File: config.mk
export PLATFORM = sky130hd
export DESIGN_NAME = sbh_host
export DESIGN_NICKNAME = d
export VERILOG_FILES = /design/src/include/sbh_pkg.sv /design/src/logic/sbh_sync3.sv /design/src/logic/sbh_host.sv
export SDC_FILE = /design/constraint.sdc
export NUM_CORES = 1
export LEC_CHECK = 0
export ABC_CLOCK_PERIOD_IN_PS = 9300
export BUFFER_PORTS_ARGS = -buffer_cell sky130_fd_sc_hd__buf_4
export CAP_MARGIN = 20
export CORE_MARGIN = 3
export CORE_UTILIZATION = 59
export DETAILED_ROUTE_END_ITERATION = 7
export HOLD_SLACK_MARGIN = 0.03
export MAX_ROUTING_LAYER = met4
export PLACE_DENSITY = 0.79
export SLEW_MARGIN = 5
export SYNTH_ARGS = -nofsm -noshare
export SYNTH_HDL_FRONTEND = slang
export SYNTH_SLANG_ARGS = --single-unit
File: constraint.sdc
create_clock -name core_clk -period 9.3 [get_ports core_clk]
set_clock_uncertainty 0.05 [all_clocks]
set_input_delay 0.93 -clock core_clk [delete_from_list [all_inputs] [get_ports core_clk]]
set_output_delay 0.93 -clock core_clk [all_outputs]
set_load 0.01 [all_outputs]
File: src/include/sbh_pkg.sv
// Constants, register map and state encoding of the serial byte host.
// Assumes a single 125 MHz core clock.
package sbh_pkg;

    // ------------------------------------------------------------
    // Register offsets
    // ------------------------------------------------------------
    localparam logic [7:0] OFS_DATA = 8'hB0;
    localparam logic [7:0] OFS_INDEX = 8'hB1;
    localparam logic [7:0] OFS_TADDR = 8'hB2;
    localparam logic [7:0] OFS_CTRL = 8'hB3;

    // ------------------------------------------------------------
    // Reset values and control field positions
    // ------------------------------------------------------------
    localparam logic [7:0] RST_DATA = 8'h00;
    localparam logic [7:0] RST_INDEX = 8'h00;
    localparam logic [7:0] RST_TADDR = 8'h00;
    localparam int CTRL_PROT = 7;
    localparam int CTRL_BUSY = 5;
    localparam int CTRL_TEST = 2;
    localparam int CTRL_ERR = 1;

    // ------------------------------------------------------------
    // Timing
    // ------------------------------------------------------------
    localparam int CLK_PERIOD_NS = 8;
    localparam int SCL_PERIOD_NS = 10000;
    localparam int SCL_TEST_PERIOD_NS = 256;
    localparam logic [8:0] QTR_NORM =
        9'(SCL_PERIOD_NS / 4 / CLK_PERIOD_NS);
    localparam logic [8:0] QTR_TEST =
        9'(SCL_TEST_PERIOD_NS / 4 / CLK_PERIOD_NS);

    // ------------------------------------------------------------
    // Transfer sequencer states
    // ------------------------------------------------------------
    typedef enum logic [6:0] {
        ST_IDLE = 7'h01,
        ST_START = 7'h02,
        ST_SEND = 7'h04,
        ST_GETACK = 7'h08,
        ST_RECV = 7'h10,
        ST_PUTACK = 7'h20,
        ST_STOP = 7'h40
    } sbh_state_t;

endpackage : sbh_pkg

File: src/logic/sbh_sync3.sv
// Three-stage input synchroniser with agreement filter.
// Assumes din is asynchronous to clk.
`timescale 1ns/1ps
`default_nettype none
module sbh_sync3 (
    // Clock and reset
    input wire logic clk,
    input wire logic rst_n,
    // Data
    input wire logic din,
    output logic dout
);
    logic s1_q, s2_q, s3_q, out_q;
    logic out_d;

    always_comb begin
        // Only a level held in both late stages counts
        out_d = (s2_q == s3_q) ? s2_q : out_q;
    end

    always_ff @(posedge clk or negedge rst_n) begin
        if (!rst_n) begin
            s1_q <= 1'b1;
            s2_q <= 1'b1;
            s3_q <= 1'b1;
            out_q <= 1'b1;
        end else begin
            s1_q <= din;
            s2_q <= s1_q;
            s3_q <= s2_q;
            out_q <= out_d;
        end
    end

    assign dout = out_q;
endmodule : sbh_sync3
`default_nettype wire

File: src/logic/sbh_host.sv
// Software-driven two-wire bus master for single byte reads and writes.
// Assumes open-drain pins resolved outside; pull-ups keep idle lines high.
`timescale 1ns/1ps
`default_nettype none
module sbh_host (
    // Clock and global reset
    input wire logic core_clk,
    input wire logic rst_n,
    // Register port
    input wire logic [7:0] cfg_addr,
    input wire logic cfg_wr_en,
    input wire logic [7:0] cfg_wdata,
    input wire logic cfg_rd_en,
    output logic [7:0] cfg_rdata,
    // Two-wire bus pins
    input wire logic scl_i,
    output logic scl_o,
    output logic scl_oe,
    input wire logic sda_i,
    output logic sda_o,
    output logic sda_oe
);
    // ------------------------------------------------------------
    // State
    // ------------------------------------------------------------
    sbh_pkg::sbh_state_t st_q, st_d;
    logic [1:0] ph_q, ph_d;
    logic [2:0] bit_q, bit_d;
    logic [1:0] stage_q, stage_d;
    logic [7:0] shift_q, shift_d;
    logic [8:0] div_q, div_d;
    logic scl_low_q, scl_low_d;
    logic sda_low_q, sda_low_d;
    logic nack_q, nack_d;
    logic short_q, short_d;
    logic [7:0] data_q, data_d;
    logic [7:0] index_q, index_d;
    logic [7:0] taddr_q, taddr_d;
    logic prot_q, prot_d;
    logic test_q, test_d;
    logic err_q, err_d;
    logic [7:0] rdata_q, rdata_d;
    logic scl_s, sda_s;
    logic idle, tick, stall, advance, rw;
    logic wr_data, wr_index, wr_taddr, wr_ctrl;

    // ------------------------------------------------------------
    // Pin synchronisers
    // ------------------------------------------------------------
    sbh_sync3 u_scl_sync (
        .clk(core_clk),
        .rst_n(rst_n),
        .din(scl_i),
        .dout(scl_s)
    );
    sbh_sync3 u_sda_sync (
        .clk(core_clk),
        .rst_n(rst_n),
        .din(sda_i),
        .dout(sda_s)
    );

    assign idle = (st_q == sbh_pkg::ST_IDLE);
    assign rw = taddr_q[0];
    assign tick = !idle && (div_q == 9'h000);
    // Hold the high phase while a target stretches the clock
    assign stall = (st_q != sbh_pkg::ST_START) && (ph_q == 2'h1) &&
        !scl_s;
    assign advance = tick && !stall;
    assign wr_data = cfg_wr_en && (cfg_addr == sbh_pkg::OFS_DATA);
    assign wr_index = cfg_wr_en && (cfg_addr == sbh_pkg::OFS_INDEX);
    assign wr_taddr = cfg_wr_en && (cfg_addr == sbh_pkg::OFS_TADDR);
    assign wr_ctrl = cfg_wr_en && (cfg_addr == sbh_pkg::OFS_CTRL);

    // ------------------------------------------------------------
    // Next-state logic
    // ------------------------------------------------------------
    always_comb begin
        st_d = st_q;
        ph_d = ph_q;
        bit_d = bit_q;
        stage_d = stage_q;
        shift_d = shift_q;
        scl_low_d = scl_low_q;
        sda_low_d = sda_low_q;
        nack_d = nack_q;
        short_d = short_q;
        data_d = data_q;
        index_d = index_q;
        taddr_d = taddr_q;
        prot_d = prot_q;
        test_d = test_q;
        err_d = err_q;
        rdata_d = rdata_q;
        div_d = div_q;

        // Register writes; transfer registers frozen while busy
        if (wr_data && idle) data_d = cfg_wdata;
        if (wr_index && idle) index_d = cfg_wdata;
        if (wr_taddr && idle) begin
            taddr_d = cfg_wdata;
            st_d = sbh_pkg::ST_START;
            ph_d = 2'h0;
            stage_d = 2'h0;
            bit_d = 3'h0;
            short_d = prot_q;
        end
        if (wr_ctrl) begin
            prot_d = cfg_wdata[sbh_pkg::CTRL_PROT];
            test_d = cfg_wdata[sbh_pkg::CTRL_TEST];
            if (cfg_wdata[sbh_pkg::CTRL_ERR]) err_d = 1'b0;
        end

        // Quarter-bit divider
        if (idle || advance) begin
            div_d = (test_q ? sbh_pkg::QTR_TEST : sbh_pkg::QTR_NORM) -
                9'h001;
        end else if (!tick) begin
            div_d = div_q - 9'h001;
        end

        // Actions at the end of each quarter
        if (advance) begin
            ph_d = ph_q + 2'h1;
            case (st_q)
                sbh_pkg::ST_START: begin
                    case (ph_q)
                        2'h0: sda_low_d = 1'b0;
                        2'h1: scl_low_d = 1'b0;
                        2'h2: sda_low_d = 1'b1;
                        default: begin
                            scl_low_d = 1'b1;
                            st_d = sbh_pkg::ST_SEND;
                            shift_d = {taddr_q[7:1],
                                (stage_q == 2'h2) | (short_q & rw)};
                            sda_low_d = ~shift_d[7];
                        end
                    endcase
                end
                sbh_pkg::ST_SEND, sbh_pkg::ST_GETACK,
                sbh_pkg::ST_RECV, sbh_pkg::ST_PUTACK: begin
                    case (ph_q)
                        2'h0: scl_low_d = 1'b0;
                        2'h1: begin
                            nack_d = sda_s;
                            if (st_q == sbh_pkg::ST_RECV) begin
                                shift_d = {shift_q[6:0], sda_s};
                            end
                        end
                        2'h2: scl_low_d = 1'b1;
                        default: begin
                            // Acknowledge slots must not move the bit count
                            if (st_q == sbh_pkg::ST_SEND ||
                                st_q == sbh_pkg::ST_RECV) begin
                                bit_d = bit_q + 3'h1;
                            end
                            if (st_q == sbh_pkg::ST_SEND) begin
                                if (bit_q == 3'h7) begin
                                    st_d = sbh_pkg::ST_GETACK;
                                    sda_low_d = 1'b0;
                                end else begin
                                    shift_d = {shift_q[6:0], 1'b0};
                                    sda_low_d = ~shift_q[6];
                                end
                            end else if (st_q == sbh_pkg::ST_RECV) begin
                                if (bit_q == 3'h7) begin
                                    st_d = sbh_pkg::ST_PUTACK;
                                    data_d = shift_q;
                                    sda_low_d = 1'b0;
                                end
                            end else if (st_q == sbh_pkg::ST_PUTACK) begin
                                st_d = sbh_pkg::ST_STOP;
                                sda_low_d = 1'b1;
                            end else if (nack_q) begin
                                err_d = 1'b1;
                                st_d = sbh_pkg::ST_STOP;
                                sda_low_d = 1'b1;
                            end else if (stage_q == 2'h0 && short_q) begin
                                // Index byte skipped
                                stage_d = 2'h2;
                                st_d = rw ? sbh_pkg::ST_RECV :
                                    sbh_pkg::ST_SEND;
                                shift_d = data_q;
                                sda_low_d = rw ? 1'b0 : ~data_q[7];
                            end else if (stage_q == 2'h0) begin
                                stage_d = 2'h1;
                                st_d = sbh_pkg::ST_SEND;
                                shift_d = index_q;
                                sda_low_d = ~index_q[7];
                            end else if (stage_q == 2'h1 && rw) begin
                                stage_d = 2'h2;
                                st_d = sbh_pkg::ST_START;
                                sda_low_d = 1'b0;
                            end else if (stage_q == 2'h1) begin
                                stage_d = 2'h2;
                                st_d = sbh_pkg::ST_SEND;
                                shift_d = data_q;
                                sda_low_d = ~data_q[7];
                            end else begin
                                st_d = rw ? sbh_pkg::ST_RECV :
                                    sbh_pkg::ST_STOP;
                                sda_low_d = !rw;
                            end
                        end
                    endcase
                end
                sbh_pkg::ST_STOP: begin
                    case (ph_q)
                        2'h0: scl_low_d = 1'b0;
                        2'h1: sda_low_d = 1'b0;
                        2'h2: sda_low_d = 1'b0;
                        default: st_d = sbh_pkg::ST_IDLE;
                    endcase
                end
                default: st_d = sbh_pkg::ST_IDLE;
            endcase
        end

        // Register read port, unmapped offsets read zero
        if (cfg_rd_en) begin
            case (cfg_addr)
                sbh_pkg::OFS_DATA: rdata_d = data_q;
                sbh_pkg::OFS_INDEX: rdata_d = index_q;
                sbh_pkg::OFS_TADDR: rdata_d = taddr_q;
                sbh_pkg::OFS_CTRL: rdata_d = {prot_q, 1'b0, !idle,
                    2'b00, test_q, err_q, 1'b0};
                default: rdata_d = 8'h00;
            endcase
        end
    end

    // ------------------------------------------------------------
    // Registers, cleared by the global reset; err_q also by a write of one
    // ------------------------------------------------------------
    always_ff @(posedge core_clk or negedge rst_n) begin
        if (!rst_n) begin
            st_q <= sbh_pkg::ST_IDLE;
            ph_q <= 2'h0;
            bit_q <= 3'h0;
            stage_q <= 2'h0;
            shift_q <= 8'h00;
            div_q <= 9'h000;
            scl_low_q <= 1'b0;
            sda_low_q <= 1'b0;
            nack_q <= 1'b0;
            short_q <= 1'b0;
            data_q <= sbh_pkg::RST_DATA;
            index_q <= sbh_pkg::RST_INDEX;
            taddr_q <= sbh_pkg::RST_TADDR;
            prot_q <= 1'b0;
            test_q <= 1'b0;
            err_q <= 1'b0;
            rdata_q <= 8'h00;
        end else begin
            st_q <= st_d;
            ph_q <= ph_d;
            bit_q <= bit_d;
            stage_q <= stage_d;
            shift_q <= shift_d;
            div_q <= div_d;
            scl_low_q <= scl_low_d;
            sda_low_q <= sda_low_d;
            nack_q <= nack_d;
            short_q <= short_d;
            data_q <= data_d;
            index_q <= index_d;
            taddr_q <= taddr_d;
            prot_q <= prot_d;
            test_q <= test_d;
            err_q <= err_d;
            rdata_q <= rdata_d;
        end
    end

    // Open drain: only ever pull low
    assign scl_o = 1'b0;
    assign sda_o = 1'b0;
    assign scl_oe = scl_low_q;
    assign sda_oe = sda_low_q;
    assign cfg_rdata = rdata_q;
endmodule : sbh_host
`default_nettype wire

==> reports/results.ini <==
[run_status]
outcome = completed

[sta]
rsz0062_at_grt = no
hold_violations = 0
min_period_over_period_pct = 37.56
setup_violations = 0
worst_pin_slew_ns = 1.002
post-route-min-period_ns = 3.493
slew_viol_final = 0
tns_ns = 0
max_freq_mhz = 286.3
slew_headroom_pct = 32.82

[floorplanning]
die_w_um = 91.25
start_util_pct = 62.08
fp.coreArea_mm2 = 0.006907
fp-row-count = 30
die_h_um = 91.25
dieArea_mm2 = 0.008327
ios = 34

[synthesis]
syn_area_mm2 = 0.004288
synth.avg_cell_area_um2 = 9.857
yosysWarnings = 0
synth_area_leader_cell = dfrtp_1
ys_types = 59
synth_area_leaders = dfrtp_1 40%, nand2_1 6.9%, dfstp_2 5.5%
syn_inst = 435
synth_top_area_share_pct = 40.27
synth_edf_count = 0
yosysSeqAreaShare_pct = 45.78
async_flop_share_pct = 100.0
synth_ff_type = dfrtp_1
synth_seq_cells = 78

[route]
viasPerCell = 5.989
drc = 0
wl_per_cell_um = 17.52
first_pass_iters = 5
drt.antenna.violating_nets = 0
wl_um = 9778
vias = 3342
drt-initial-drc-count = 276

[min_path]
hp-start = u_sda_sync.s1_q
worstHoldPathCells = 0
hp-class = flop to flop

[clock_tree]
post_cts_resized = 0
cts_tree = done
insertion_delay_ns = 0.36
cts_buffer_depth = 2
clk_pin_slew_ns = 0.09
cts_setup_buffers = 0
root_buffer = clkbuf_8
htreeDepth = 3
hold_buffers = 0
cts.sinks = 78
cts_made_buffers = 9

[layout]
diodes = 0
n_fill_cell = 545
fin_nets = 487
stdcell_count = 558
layout_common_cells = 79 x nand2_1, 69 x dfrtp_1, 35 x o21ai_0, 33 x buf_4, 23 x mux2i_1
layout_commonest_cell = nand2_1
drive_gt1_share_pct = 20.78
area_delta_synth_final_pct = 10.33

[setup_path]
r2r_start = st_q[4]
r2r_end = data_q[2]
critPathMaxFanout = 22
critical_path_arrival_ns = 3.63
regToRegSetupSlack_ns = 5.81
crit_end = data_q[2]
crit_required_ns = 9.43
cp-start-kind = flop
r2r_cells = 5
cp-startpoint = st_q[4]
critical_path_class = flop to flop
end_kind = flop

[run]
drv_cap = 0

[placed_design]
dp_cells = 542
hpwl_um = 6701
port-buffer-count = 31
gp_congestion = 0.9248

[pwr]
vdd_drop_max_mv = 0.09285
p_leak_uw = 0.002077
p_per_area_mw_per_mm2 = 145.1

[grt]
track_usage_pct = 24.84
grt-ovfl-total = 0
grt_pass1_vias = 3184
grt_max_degree = 79
grt_first_pass_wirelength_um = 15950
antenna_found_initial = 0

## stage by stage
step	area [um2]	setup slack, ns	hold WS [ns]	power [uW]	utilization (%)
finish	4731	5.807	0.3116	686.5	68.50
global route	4731	5.550	0.3202	716.9	68.50
CTS	4723	5.856	0.3126	690.2	68.39
detailed placement	4538	5.800	0.3010	443.6	65.71
global placement	4538	5.972	0.2955	440.1	65.71
floorplan	4292	6.209	0.2952	415.7	-
## routing by layer
layer	GRT usage [%]	vias up	routed length, um
met5	-	-	0
met2	38.99	115	4773
met4	8.166	0	136
met3	4.308	15	586
li1	-	1577	-
met1	32.99	1635	4281
## kinds of logic (layout without fill, tap and decap cells)
logic type / after synthesis / after routing / synth area share, %
AOI/OAI and AO/OA: 85 / 85 / 12.17
xor gates and xnor gates: 8 / 8 / 1.634
adders and majority gates: 9 / 9 / 2.509
buffers and inverters: 43 / 69 / 4.494
DFF: 78 / 78 / 45.78
muxes: 48 / 48 / 12.99
other: 1 / 2 / 0.08746
and+or+nand+nor: 163 / 163 / 20.34
## synth_stat cells, types with 4 or more instances
cell type and number:
dfrtp_1 69, mux2_2 21, mux2i_1 23, a21oi_1 18, mux4_2 4, o22ai_1 6, dfstp_2 9, o21ai_0 35
nand2b_1 5, nand3_1 8, o21ai_1 4, clkbuf_1 13, xor2_1 5, nand2_1 79, ha_1 7, nor3_1 9
o31ai_1 4, nor2_1 22, nor2b_1 4, nand4_1 6, inv_1 21
## registers in the layout (all words and copies together) (netlist names), 2 cells and up
register,flops
ph_q,2
bit_q,3
taddr_q,8
div_q,9
shift_q,8
st_q,7
data_q,8
index_q,8
cfg_rdata,8
stage_q,2
## power by group
part / internal [uW] / total (uW) / switching, uW
combinational: 29.4 / 67.6 / 38.3
sequential: 356 / 370 / 14.3
clock: 122 / 249 / 127
total: 507 / 686 / 179
## worst min-delay path by stage
stage / end
final: u_sda_sync.s2_q
after global routing: u_sda_sync.s2_q
after CTS: u_sda_sync.s2_q
after detailed placement: u_sda_sync.s2_q
after global placement: u_sda_sync.s2_q
after floorplan: u_scl_sync.s2_q
## worst max-delay path: stages, from the launching register on
cell,delay [ns]
dfrtp_1,0.47
nor4b_1,0.81
a211o_1,0.21
nand2_1,0.50
nor4_4,1.00
o21ai_0,0.28
## final cells by class
type | instances | area, um2 | share of cell area (%)
Multi-Input combinational cell | 315 | 2136 | 45.15
Sequential cell | 78 | 1963 | 41.50
Clock buffer | 9 | 123.9 | 2.618
Tap cell | 96 | 120.1 | 2.539
Inverter | 21 | 78.83 | 1.666
Clock inverter | 6 | 61.31 | 1.296
Timing Repair Buffer | 33 | 247.7 | 5.237
Power figures use the tool's default switching activity.
